File: config.mk
export PLATFORM = sky130hd
export DESIGN_NAME = usb_event_flag_enable
export DESIGN_NICKNAME = d
export VERILOG_FILES = /design/src/core/usb_event_pkg.sv /design/src/core/usb_event_flag_enable.sv
export VERILOG_INCLUDE_DIRS = /design/src /design/src/core
export SDC_FILE = /design/constraint.sdc
export NUM_CORES = 1
export LEC_CHECK = 0
export BUFFER_PORTS_ARGS = -buffer_cell sky130_fd_sc_hd__buf_2
export CORE_MARGIN = 3
export CORE_UTILIZATION = 33
export CTS_CLUSTER_DIAMETER = 50
export CTS_CLUSTER_SIZE = 25
export DETAILED_ROUTE_END_ITERATION = 6
export GPL_TIMING_DRIVEN = 0
export SETUP_SLACK_MARGIN = 0.05
export SYNTH_ARGS = -nofsm -noshare
export SYNTH_HDL_FRONTEND = slang
export SYNTH_SLANG_ARGS = --single-unit
File: constraint.sdc
create_clock -name clk -period 5.57 [get_ports clk]
set_clock_uncertainty 0.05 [all_clocks]
set_input_delay 0.2785 -clock clk [delete_from_list [all_inputs] [get_ports clk]]
set_output_delay 0.2785 -clock clk [all_outputs]
set_load 0.02 [all_outputs]
File: src/core/usb_event_consts.svh
// What this block does
// - remote wakeup completion sets flag bit 23
// - resume while suspended sets flag bit 22
// - entering suspend sets flag bit 21
// - bus reset resets core, sets bit 20
// - start-of-frame packet sets flag bit 19
// - NAK handshake sets flag bit 18
// - receive pipeline overflow sets flag bit 17
// - transmit pipeline underflow sets flag bit 16
// - receive buffer overflow sets flag bit 15
// - transmit buffer underflow sets flag bit 14
// - endpoint receive-valid rise sets bit 7+n
// - endpoint transmit-active fall sets bit n
// - enable bits 23..0 mask matching flags
// - flag register at its address, resets zero
// - enable register at its address, resets zero
`ifndef USB_EVENT_CONSTS_SVH
`define USB_EVENT_CONSTS_SVH

`define USB_EVENT_FLAGS_ADDR 32'h4000A888
`define USB_EVENT_ENABLES_ADDR 32'h4000A88C
`define USB_EVENT_CLEAR_ADDR 32'h4000A890
`define USB_EVENT_FLAGS_RESET 24'h000000
`define USB_EVENT_ENABLES_RESET 24'h000000

`define USB_EV_REMOTE_WAKE_DONE 23
`define USB_EV_BUS_RESUME_SEEN 22
`define USB_EV_SUSPEND_ENTERED 21
`define USB_EV_BUS_RESET_SEEN 20
`define USB_EV_FRAME_START_SEEN 19
`define USB_EV_NAK_SEEN 18
`define USB_EV_RX_PIPELINE_OVERFLOW 17
`define USB_EV_TX_PIPELINE_UNDERFLOW 16
`define USB_EV_RX_BUFFER_OVERFLOW 15
`define USB_EV_TX_BUFFER_UNDERFLOW 14
`define USB_EV_RX_VALID_BASE 7
`define USB_EV_TX_DONE_BASE 0

`endif

File: src/core/usb_event_pkg.sv
package usb_event_pkg;

    localparam int unsigned NUM_EP = 7;
    localparam int unsigned EVENT_W = 24;

    typedef struct packed {
        logic [EVENT_W-1:0] flags;
        logic [EVENT_W-1:0] enables;
        logic [NUM_EP*2-1:0] rx_valid_prev;
        logic [NUM_EP*2-1:0] tx_active_prev;
        logic suspended_prev;
        logic [31:0] prdata;
        logic pready;
        logic pslverr;
        logic irq;
        logic core_reset;
    } state_t;

endpackage : usb_event_pkg

File: src/core/usb_event_flag_enable.sv
// Design decision made here: register access over APB.
`timescale 1ns/1ps
`include "usb_event_consts.svh"

module usb_event_flag_enable
(
    input wire logic clk,
    input wire logic arst_n,
    input wire logic psel,
    input wire logic penable,
    input wire logic pwrite,
    input wire logic [31:0] paddr,
    input wire logic [31:0] pwdata,
    output logic [31:0] prdata,
    output logic pready,
    output logic pslverr,
    input wire logic remote_wake_done,
    input wire logic bus_resume_seen,
    input wire logic suspended,
    input wire logic bus_reset_seen,
    input wire logic frame_start_seen,
    input wire logic nak_seen,
    input wire logic rx_pipeline_overflow,
    input wire logic tx_pipeline_underflow,
    input wire logic rx_buffer_overflow,
    input wire logic tx_buffer_underflow,
    input wire logic [13:0] ep_buffer_rx_valid,
    input wire logic [13:0] ep_buffer_tx_active,
    output logic core_reset,
    output logic irq
);

    usb_event_pkg::state_t state_r;
    usb_event_pkg::state_t state_nxt;

    logic [23:0] set_vec;
    logic [23:0] clr_vec;
    logic [13:0] rx_rise;
    logic [13:0] tx_fall;
    logic setup_phase;
    logic access_done;
    logic hit_flags;
    logic hit_enables;
    logic hit_clear;

    assign setup_phase = psel & ~penable;
    // writes take effect only on the completing access edge
    assign access_done = psel & penable & state_r.pready;
    assign hit_flags = (paddr == `USB_EVENT_FLAGS_ADDR);
    assign hit_enables = (paddr == `USB_EVENT_ENABLES_ADDR);
    assign hit_clear = (paddr == `USB_EVENT_CLEAR_ADDR);

    // each endpoint owns two buffer bits, 2n and 2n+1
    assign rx_rise = ep_buffer_rx_valid & ~state_r.rx_valid_prev;
    assign tx_fall = ~ep_buffer_tx_active & state_r.tx_active_prev;

    always_comb
    begin
        set_vec = 24'h000000;
        set_vec[`USB_EV_REMOTE_WAKE_DONE] = remote_wake_done;
        // a resume only counts while the core is in suspend
        set_vec[`USB_EV_BUS_RESUME_SEEN] = bus_resume_seen & suspended;
        set_vec[`USB_EV_SUSPEND_ENTERED] = suspended & ~state_r.suspended_prev;
        set_vec[`USB_EV_BUS_RESET_SEEN] = bus_reset_seen;
        set_vec[`USB_EV_FRAME_START_SEEN] = frame_start_seen;
        set_vec[`USB_EV_NAK_SEEN] = nak_seen;
        set_vec[`USB_EV_RX_PIPELINE_OVERFLOW] = rx_pipeline_overflow;
        set_vec[`USB_EV_TX_PIPELINE_UNDERFLOW] = tx_pipeline_underflow;
        set_vec[`USB_EV_RX_BUFFER_OVERFLOW] = rx_buffer_overflow;
        set_vec[`USB_EV_TX_BUFFER_UNDERFLOW] = tx_buffer_underflow;
        for (int n = 0; n < usb_event_pkg::NUM_EP; n++)
        begin
            set_vec[`USB_EV_RX_VALID_BASE + n] = rx_rise[2*n] | rx_rise[2*n+1];
            set_vec[`USB_EV_TX_DONE_BASE + n] = tx_fall[2*n] | tx_fall[2*n+1];
        end
    end

    always_comb
    begin
        clr_vec = 24'h000000;
        if (access_done && pwrite && (hit_flags || hit_clear))
        begin
            clr_vec = pwdata[23:0];
        end
    end

    always_comb
    begin
        state_nxt = state_r;
        state_nxt.rx_valid_prev = ep_buffer_rx_valid;
        state_nxt.tx_active_prev = ep_buffer_tx_active;
        state_nxt.suspended_prev = suspended;
        // an event in the clearing cycle survives the clear
        state_nxt.flags = (state_r.flags & ~clr_vec) | set_vec;
        if (access_done && pwrite && hit_enables)
        begin
            state_nxt.enables = pwdata[23:0];
        end
        state_nxt.core_reset = bus_reset_seen;
        state_nxt.pready = 1'b0;
        state_nxt.pslverr = 1'b0;
        if (setup_phase)
        begin
            // zero wait states: answer is ready in the first access cycle
            state_nxt.pready = 1'b1;
            state_nxt.pslverr = ~(hit_flags | hit_enables | hit_clear);
            state_nxt.prdata = 32'h00000000;
            if (!pwrite && hit_flags)
            begin
                state_nxt.prdata = {8'h00, state_r.flags};
            end
            else if (!pwrite && hit_enables)
            begin
                state_nxt.prdata = {8'h00, state_r.enables};
            end
        end
        else if (access_done)
        begin
            state_nxt.prdata = 32'h00000000;
        end
        state_nxt.irq = |(state_nxt.flags & state_nxt.enables);
    end

    always_ff @(posedge clk or negedge arst_n)
    begin
        if (!arst_n)
        begin
            state_r.flags <= `USB_EVENT_FLAGS_RESET;
            state_r.enables <= `USB_EVENT_ENABLES_RESET;
            state_r.rx_valid_prev <= 14'h0000;
            state_r.tx_active_prev <= 14'h0000;
            state_r.suspended_prev <= 1'b0;
            state_r.prdata <= 32'h00000000;
            state_r.pready <= 1'b0;
            state_r.pslverr <= 1'b0;
            state_r.irq <= 1'b0;
            state_r.core_reset <= 1'b0;
        end
        else
        begin
            state_r <= state_nxt;
        end
    end

    assign prdata = state_r.prdata;
    assign pready = state_r.pready;
    assign pslverr = state_r.pslverr;
    assign core_reset = state_r.core_reset;
    assign irq = state_r.irq;

endmodule : usb_event_flag_enable

After elaboration in Yosys (flattened, before gate mapping)

Index checks and enable logic that the tools add are counted.

Output and inout port bits: 36
Bits in registers: 113

Equality and inequality tests: 3
Reduce and logical (&&, ||, !) cells: 9
Bitwise logic cells: 32
Muxes and demuxes: 7

Operator list:

| operator                                                                 | count |
|---|---|
| 32-bit by 31-bit equality test with 1-bit output (second input constant) | 3 |
| 32-bit 2-to-1 mux                                                        | 3 |
| 24-bit 2-to-1 mux                                                        | 3 |
| 24-bit bitwise AND                                                       | 2 |
| 14-bit bitwise AND                                                       | 2 |
| 14-bit NOT                                                               | 2 |
| 24-bit NOT                                                               | 1 |
| 24-bit OR                                                                | 1 |
| 24-bit OR reduction                                                      | 1 |
| 1-bit OR                                                                 | 16 |
| 1-bit bitwise AND                                                        | 5 |
| 1-bit logical AND                                                        | 5 |
| 1-bit NOT                                                                | 3 |
| 2-bit 2-to-1 mux                                                         | 1 |
| 2-bit nonzero test                                                       | 1 |
| 1-bit logical NOT                                                        | 1 |
| 1-bit logical OR                                                         | 1 |

Depth between registers and ports, before layout

Gate-level depths: netlist of the first run.

Word-level depth: 10
Mapped depth: 9
Depth with buffers taken out: 7

Worst setup path after synthesis of the first run

No wires, ideal clock.

Path type: input to register
From: in paddr[12]
To: reg, netlist name irq
Path slack: 2.323 ns
Arrival time: 3.058 ns
Stages on the path: 9
Setup time: 0.138 ns
Required time: 5.382 ns
Cell sequence: nor4bb_1 -> nand4_1 -> nor4_1 -> clkbuf_1 -> buf_1 -> mux2_2 -> o21a_1 -> a2111o_1 -> or4_1

RTL lines:

| what        | line                        | text |
|---|---|---|
| from (decl) | usb_event_flag_enable.sv:12 | `input wire logic [31:0] paddr,` |

==> impl_metrics.yaml, run 1 <==
logic_synthesis:
  netlist.area_leader.share_pct: 56.68
  yosys_warnings: 0
  synth_most_common_cell: "dfrtp_1"
  syn_area_per_cell_um2: 11.12
  ys_seq_elements: 105
  synthesis.area_um2: 4636
  synth_area_leaders: "dfrtp_1 57%, mux2i_1 5.2%, buf_4 5.2%, nand2_1 4.2%, inv_1 3.6%"
  syn_inst: 417
  synth-edff-count: 0
  ys.flop_type: "dfrtp_1"
  ys_async_sr_fraction_pct: 100.0
  synth_area_leader_cell: "dfrtp_1"
  yosysSeqAreaShare_pct: 56.68
  netlist_top_cells_count: "105 x dfrtp_1, 52 x nand2_1, 45 x inv_1"
  yosysUniqueCellTypes: 48
worst_setup_path:
  required_ns: 5.73
  crit_path_max_fanout: 10
  endpoint_kind: "flop"
  worstSetupPathType: "reg -> reg"
  arrival_ns: 4.37
  setup.worst_path.start_class: "flop"
  ff2ff_path_depth: 9
  reg2reg_slack_ns: 1.36
clock_network:
  insertion_delay_ns: 0.34
  cts_sinks: 105
  root_buffer: "clkbuf_16"
  clkTransAtPathRegs_ns: 0.07
  cts_setup_buffers: 0
  clock_path_buffers: 2
  htree_num_levels: 3
  cts_made_buffers: 9
  cts_tree: "yes"
  cts_resized: 0
sta:
  relSlewSlack_pct: 37.81
  slew_viol_final: 0
  period_needed_ns: 4.209
  finalSetupTns_ns: 0
  finalCritPeriodShare_pct: 75.56
  rsz0062_at_grt: "false"
  hold_violations: 0
  setup_violations: 0
  tightestPinTransition_ns: 0.9328
  fmax_ghz: 0.2376
power:
  power_density_nw_per_um2: 259.8
  peakVddDrop_v: 0.0001601
  leakage_nw: 3.132
grt:
  grt.overflow.total: 0
  grt_usage_pct: 16.14
  grt_max_degree: 54
  grt_pass1_wl_um: 19780
  grt_pass1_vias: 3874
  antenna_found_initial: 0
layout:
  fillers: 1281
  drive_above_1_share_pct: 34.40
  n_antenna_cell: 0
  syn_to_final_growth_pct: 32.33
  fin_util_pct: 45.42
  fin_nets: 695
placed_design:
  place.gp.congestion: 0.8050
  port_buffers: 126
  dp_hpwl_um: 9026
worst_hold_path:
  whs_path_depth: 1
  hold_path_class: "in -> reg"
floorplanning:
  rows: 42
  initial_core_util_pct: 34.32
  die_w_um: 124.5
  die_h_um: 124.5
  dieArea_um2: 15510
  core_area_um2: 13510
  boundaryPins: 143
drt:
  routed-via-count: 3637
  drcViolationCount: 0
  ant_nets: 0
  drt-wirelength-per-cell_um: 16.02
  vias_per_cell: 4.730
  drt_first_iter_violations: 151
  dr.pass1.iters: 4
  drt-total-wl_um: 12320
status:
  outcome: "completed"
job:
  cap_violations: 0
-- what timing repair did --
item	CTS	global route
hold endpoints to repair	77	0
setup endpoints to repair	0	0
hold buffers	26	0
-- placed cells by master (no fill, tap or decap), types with 3 or more instances in the layout --
cell type	Yosys	final
o21a_1	3	3
nor2_1	3	3
mux2i_1	24	24
a22o_1	4	4
nor4_1	3	3
inv_1	45	45
or2_2	7	7
a21boi_0	5	5
dlygate4sd3_1	0	26
buf_1	3	3
nand3b_1	3	3
o221ai_1	9	9
and4_1	3	3
mux2_2	15	15
buf_4	32	33
a22oi_1	7	7
o21ai_0	25	25
nand2_1	52	52
buf_2	3	128
o31ai_1	3	3
dfrtp_1	105	105
clkbuf_1	9	10
conb_1	1	8
nand4_1	6	6
o41ai_1	14	14
clkbuf_16	0	9
-- final timing paths --
| check | startpoint | to |
|---|---|---|
| setup / recovery | pready | irq |
| hold / removal | bus_reset_seen | core_reset |
| setup reg to reg | pready | irq |
| hold reg to reg | state_r[36] | state_r[110] |
| max in group asynchronous | arst_n | state_r[41] |
| min in group asynchronous | arst_n | prdata[10] |
-- cells by family (layout without fill, tap and decap cells) --
| group | count (synthesis) | after routing | share of synthesized area, % |
|---|---|---|---|
| compound gates | 83 | 83 | 12.96 |
| xor+xnor | 1 | 1 | 0.1890 |
| buf+inv | 92 | 261 | 10.12 |
| flops | 105 | 105 | 56.68 |
| mux | 40 | 40 | 9.150 |
| other cells | 1 | 8 | 0.08089 |
| simple gates | 95 | 95 | 10.82 |
-- registers in the layout, indices dropped and copies added (netlist names) --
register / flops
pslverr: 1
irq: 1
prdata: 24
pready: 1
core_reset: 1
state_r: 77
-- metal layers --
layer | track usage [%] | vias up | part of all wire, %
met3 | 3.259 | 21 | 4.6
met1 | 20.64 | 1755 | 44
met5 | 0 | - | 0
li1 | - | 1756 | -
met2 | 27.13 | 105 | 49
met4 | 5.867 | 0 | 2.1
-- stage by stage --
step | instances | cell area (um^2) | worst slack [ns] | hold slack [ns] | power [W]
detailed placement | 727 | 5543 | 0.9965 | 0.3255 | 0.0009011
global route | 769 | 6135 | 0.9515 | 0.005191 | 0.001660
finish | 769 | 6135 | 1.361 | 0.01380 | 0.001594
floorplan | 424 | 4662 | 2.323 | -0.06709 | 0.0008295
CTS | 769 | 6135 | 1.330 | 0.002422 | 0.001617
global placement | 726 | 5513 | 0.9721 | 0.3512 | 0.0008953
-- cell type report --
cell class              instances  area, um^2  area share (%)
well taps                     176       220.2           3.590
plain buffers                  47       300.3           4.895
multi-input cells             227        1565           25.51
clock buffers                  12       256.5           4.181
inverters                      45       168.9           2.753
flip-flops and latches        105        2628           42.83
repair buffers                153       920.9           15.01
clock inverters                 4       75.07           1.224
-- worst max-delay path, cell delays in order, from the launching register on --
cell	delay (ns)
dfrtp_1	0.36
and4_1	0.26
nand2_1	0.08
nor4_1	0.45
clkbuf_1	0.54
buf_1	0.58
mux2_2	0.43
a2111oi_0	0.60
nand4_1	0.27
or4_1	0.46
-- report_power, final --
group	internal, W	switching, W
registers	0.000774	0.00000303
logic	0.0000571	0.0000646
clock network	0.000419	0.000276
total	0.00125	0.000344
Power figures use the tool's default switching activity.
==> inputs of run 2 (changes only) <==
==> constraint.sdc (replaced) <==
create_clock -name clk -period 3.5 [get_ports clk]
set_clock_uncertainty 0.05 [all_clocks]
set_input_delay 0.175 -clock clk [delete_from_list [all_inputs] [get_ports clk]]
set_output_delay 0.175 -clock clk [all_outputs]
set_load 0.02 [all_outputs]
==> impl_metrics.yaml, run 2 (synthesis gave the netlist of run 1 again) <==
worst_hold_path:
  hold_path_class: "in -> reg"
  whs_path_depth: 3
worst_setup_path:
  ff2ff_path_depth: 9
  setup.worst_path.start_class: "flop"
  required_ns: 3.66
  crit_buf_inv: 2
  crit_path_top_delay_cell: "or4_1"
  crit_family: "simple AND/OR/NAND/NOR gates"
  arrival_ns: 3.32
  critical-path-max-stage-delay_ns: 0.44
  worstSetupPathType: "reg -> reg"
  endpoint_kind: "flop"
  worst-path-stages: 9
  crit_path_max_fanout: 10
  path_cells: "and4_1 -> nand2_1 -> nor4_2 -> buf_4 -> clkbuf_4 -> mux2_2 -> a2111oi_2 -> nand4_1 -> or4_1"
layout:
  layout_common_cells: "129 x buf_2, 105 x dfrtp_1, 52 x nand2_1, 45 x inv_1"
  fin_nets: 705
  fillers: 1263
  reg.largest.list: "state_r: 77 flops, prdata: 24 flops"
  top_register: "state_r"
  n_antenna_cell: 0
  syn_to_final_growth_pct: 35.03
  drive_above_1_share_pct: 34.83
  largest_register_ffs: 77
  final_common_cell: "buf_2"
clock_network:
  cts_made_buffers: 9
  cts_sinks: 105
  root_buffer: "clkbuf_16"
  cts_tree: "yes"
  clock_path_buffers: 2
  insertion_delay_ns: 0.34
  htree_num_levels: 3
  clkTransAtPathRegs_ns: 0.07
sta:
  finalSetupTns_ns: 0
  fmax_ghz: 0.3167
  setup_violations: 0
  relSlewSlack_pct: 37.93
  slew_viol_final: 0
  tightestPinTransition_ns: 0.9311
  finalCritPeriodShare_pct: 90.21
  hold_violations: 0
  rsz0062_at_grt: "false"
  period_needed_ns: 3.157
drt:
  ant_nets: 0
  routed-via-count: 3668
  drt-total-wl_um: 12500
  dr.pass1.iters: 5
  drcViolationCount: 0
  vias_per_cell: 4.709
  drt-wirelength-per-cell_um: 16.04
  drt_first_iter_violations: 143
power:
  power_density_nw_per_um2: 406.8
  p_total_w: 0.002547
  leakage_nw: 3.202
  peakVddDrop_v: 0.0002544
grt:
  grt_pass1_wl_um: 20170
  grt-busiest-layer: "met2"
  grt_pass1_vias: 3972
  grt.overflow.total: 0
  gr-usage-met1_pct: 20.86
  grt_usage_pct: 16.43
  use_met2_pct: 27.80
  antenna_found_initial: 0
  met3_usage_pct: 3.259
  grt_max_degree: 54
placed_design:
  place.gp.congestion: 0.8050
  dp_hpwl_um: 9026
  port_buffers: 126
floorplanning:
  core_area_um2: 13510
  dieArea_um2: 15510
  die_h_um: 124.5
  boundaryPins: 143
  rows: 42
  initial_core_util_pct: 34.32
  die_w_um: 124.5
status:
  outcome: "completed"
job:
  cap_violations: 0
-- run 2: metal layers --
layer	part of all wire, %	vias to the layer above
li1	-	1776
met1	45	1779
met2	49	96
met3	3.8	17
met4	2.0	0
met5	0	-
-- run 2: cell type report --
| cell class | instances | area (um^2) | share of cell area, % |
|---|---|---|---|
| flip-flops and latches | 105 | 2628 | 41.97 |
| inverters | 45 | 168.9 | 2.698 |
| repair buffers | 163 | 1018 | 16.27 |
| well taps | 176 | 220.2 | 3.518 |
| clock buffers | 12 | 256.5 | 4.098 |
| multi-input cells | 227 | 1584 | 25.30 |
| plain buffers | 47 | 309.0 | 4.937 |
| clock inverters | 4 | 75.07 | 1.199 |
-- run 2: per-stage QoR --
| step | std cells | setup WS, ns | util, % | instance area, um^2 | hold WS, ns |
|---|---|---|---|---|---|
| floorplan | 424 | 0.3279 | - | 4662 | -0.1706 |
| CTS | 778 | 0.05927 | 46.19 | 6238 | 0.004243 |
| finish | 779 | 0.3428 | 46.35 | 6260 | 0.01585 |
| global route | 779 | 0.04243 | 46.35 | 6260 | 0.03290 |
| detailed placement | 727 | -0.9700 | 41.04 | 5543 | 0.2220 |
| global placement | 726 | -0.9944 | 40.82 | 5513 | 0.2477 |
-- run 2: worst reg2reg max path, stage by stage (launching register included) --
cell       delay [ns]
dfrtp_1          0.36
and4_1           0.26
nand2_1          0.11
nor4_2           0.29
buf_4            0.28
clkbuf_4         0.27
mux2_2           0.38
a2111oi_2        0.39
nand4_1          0.20
or4_1            0.44
-- run 2: worst paths after layout --
| kind | from | to | slack, ns |
|---|---|---|---|
| setup / recovery | pready | irq | 0.34 |
| hold / removal | pwdata[2] | state_r[67] | 0.02 |
| setup reg to reg | pready | irq | 0.34 |
| hold reg to reg | prdata[20] | prdata[20] | 0.43 |
| max in group asynchronous | arst_n | state_r[41] | 2.34 |
| min in group asynchronous | arst_n | prdata[10] | 0.37 |
-- run 2: repair_timing --
item                                   CTS  global route
pin swaps                                0             1
hold buffers                            35             0
resized for setup                        6             5
buffers inserted                         0             1
endpoints found under the hold margin   86             0
setup endpoints to repair                1             1
-- run 2: power breakdown --
part | switching, W | internal [W]
registers | 0.00000487 | 0.00123
logic | 0.000104 | 0.0000975
clock network | 0.000442 | 0.000667
total | 0.000551 | 0.00200
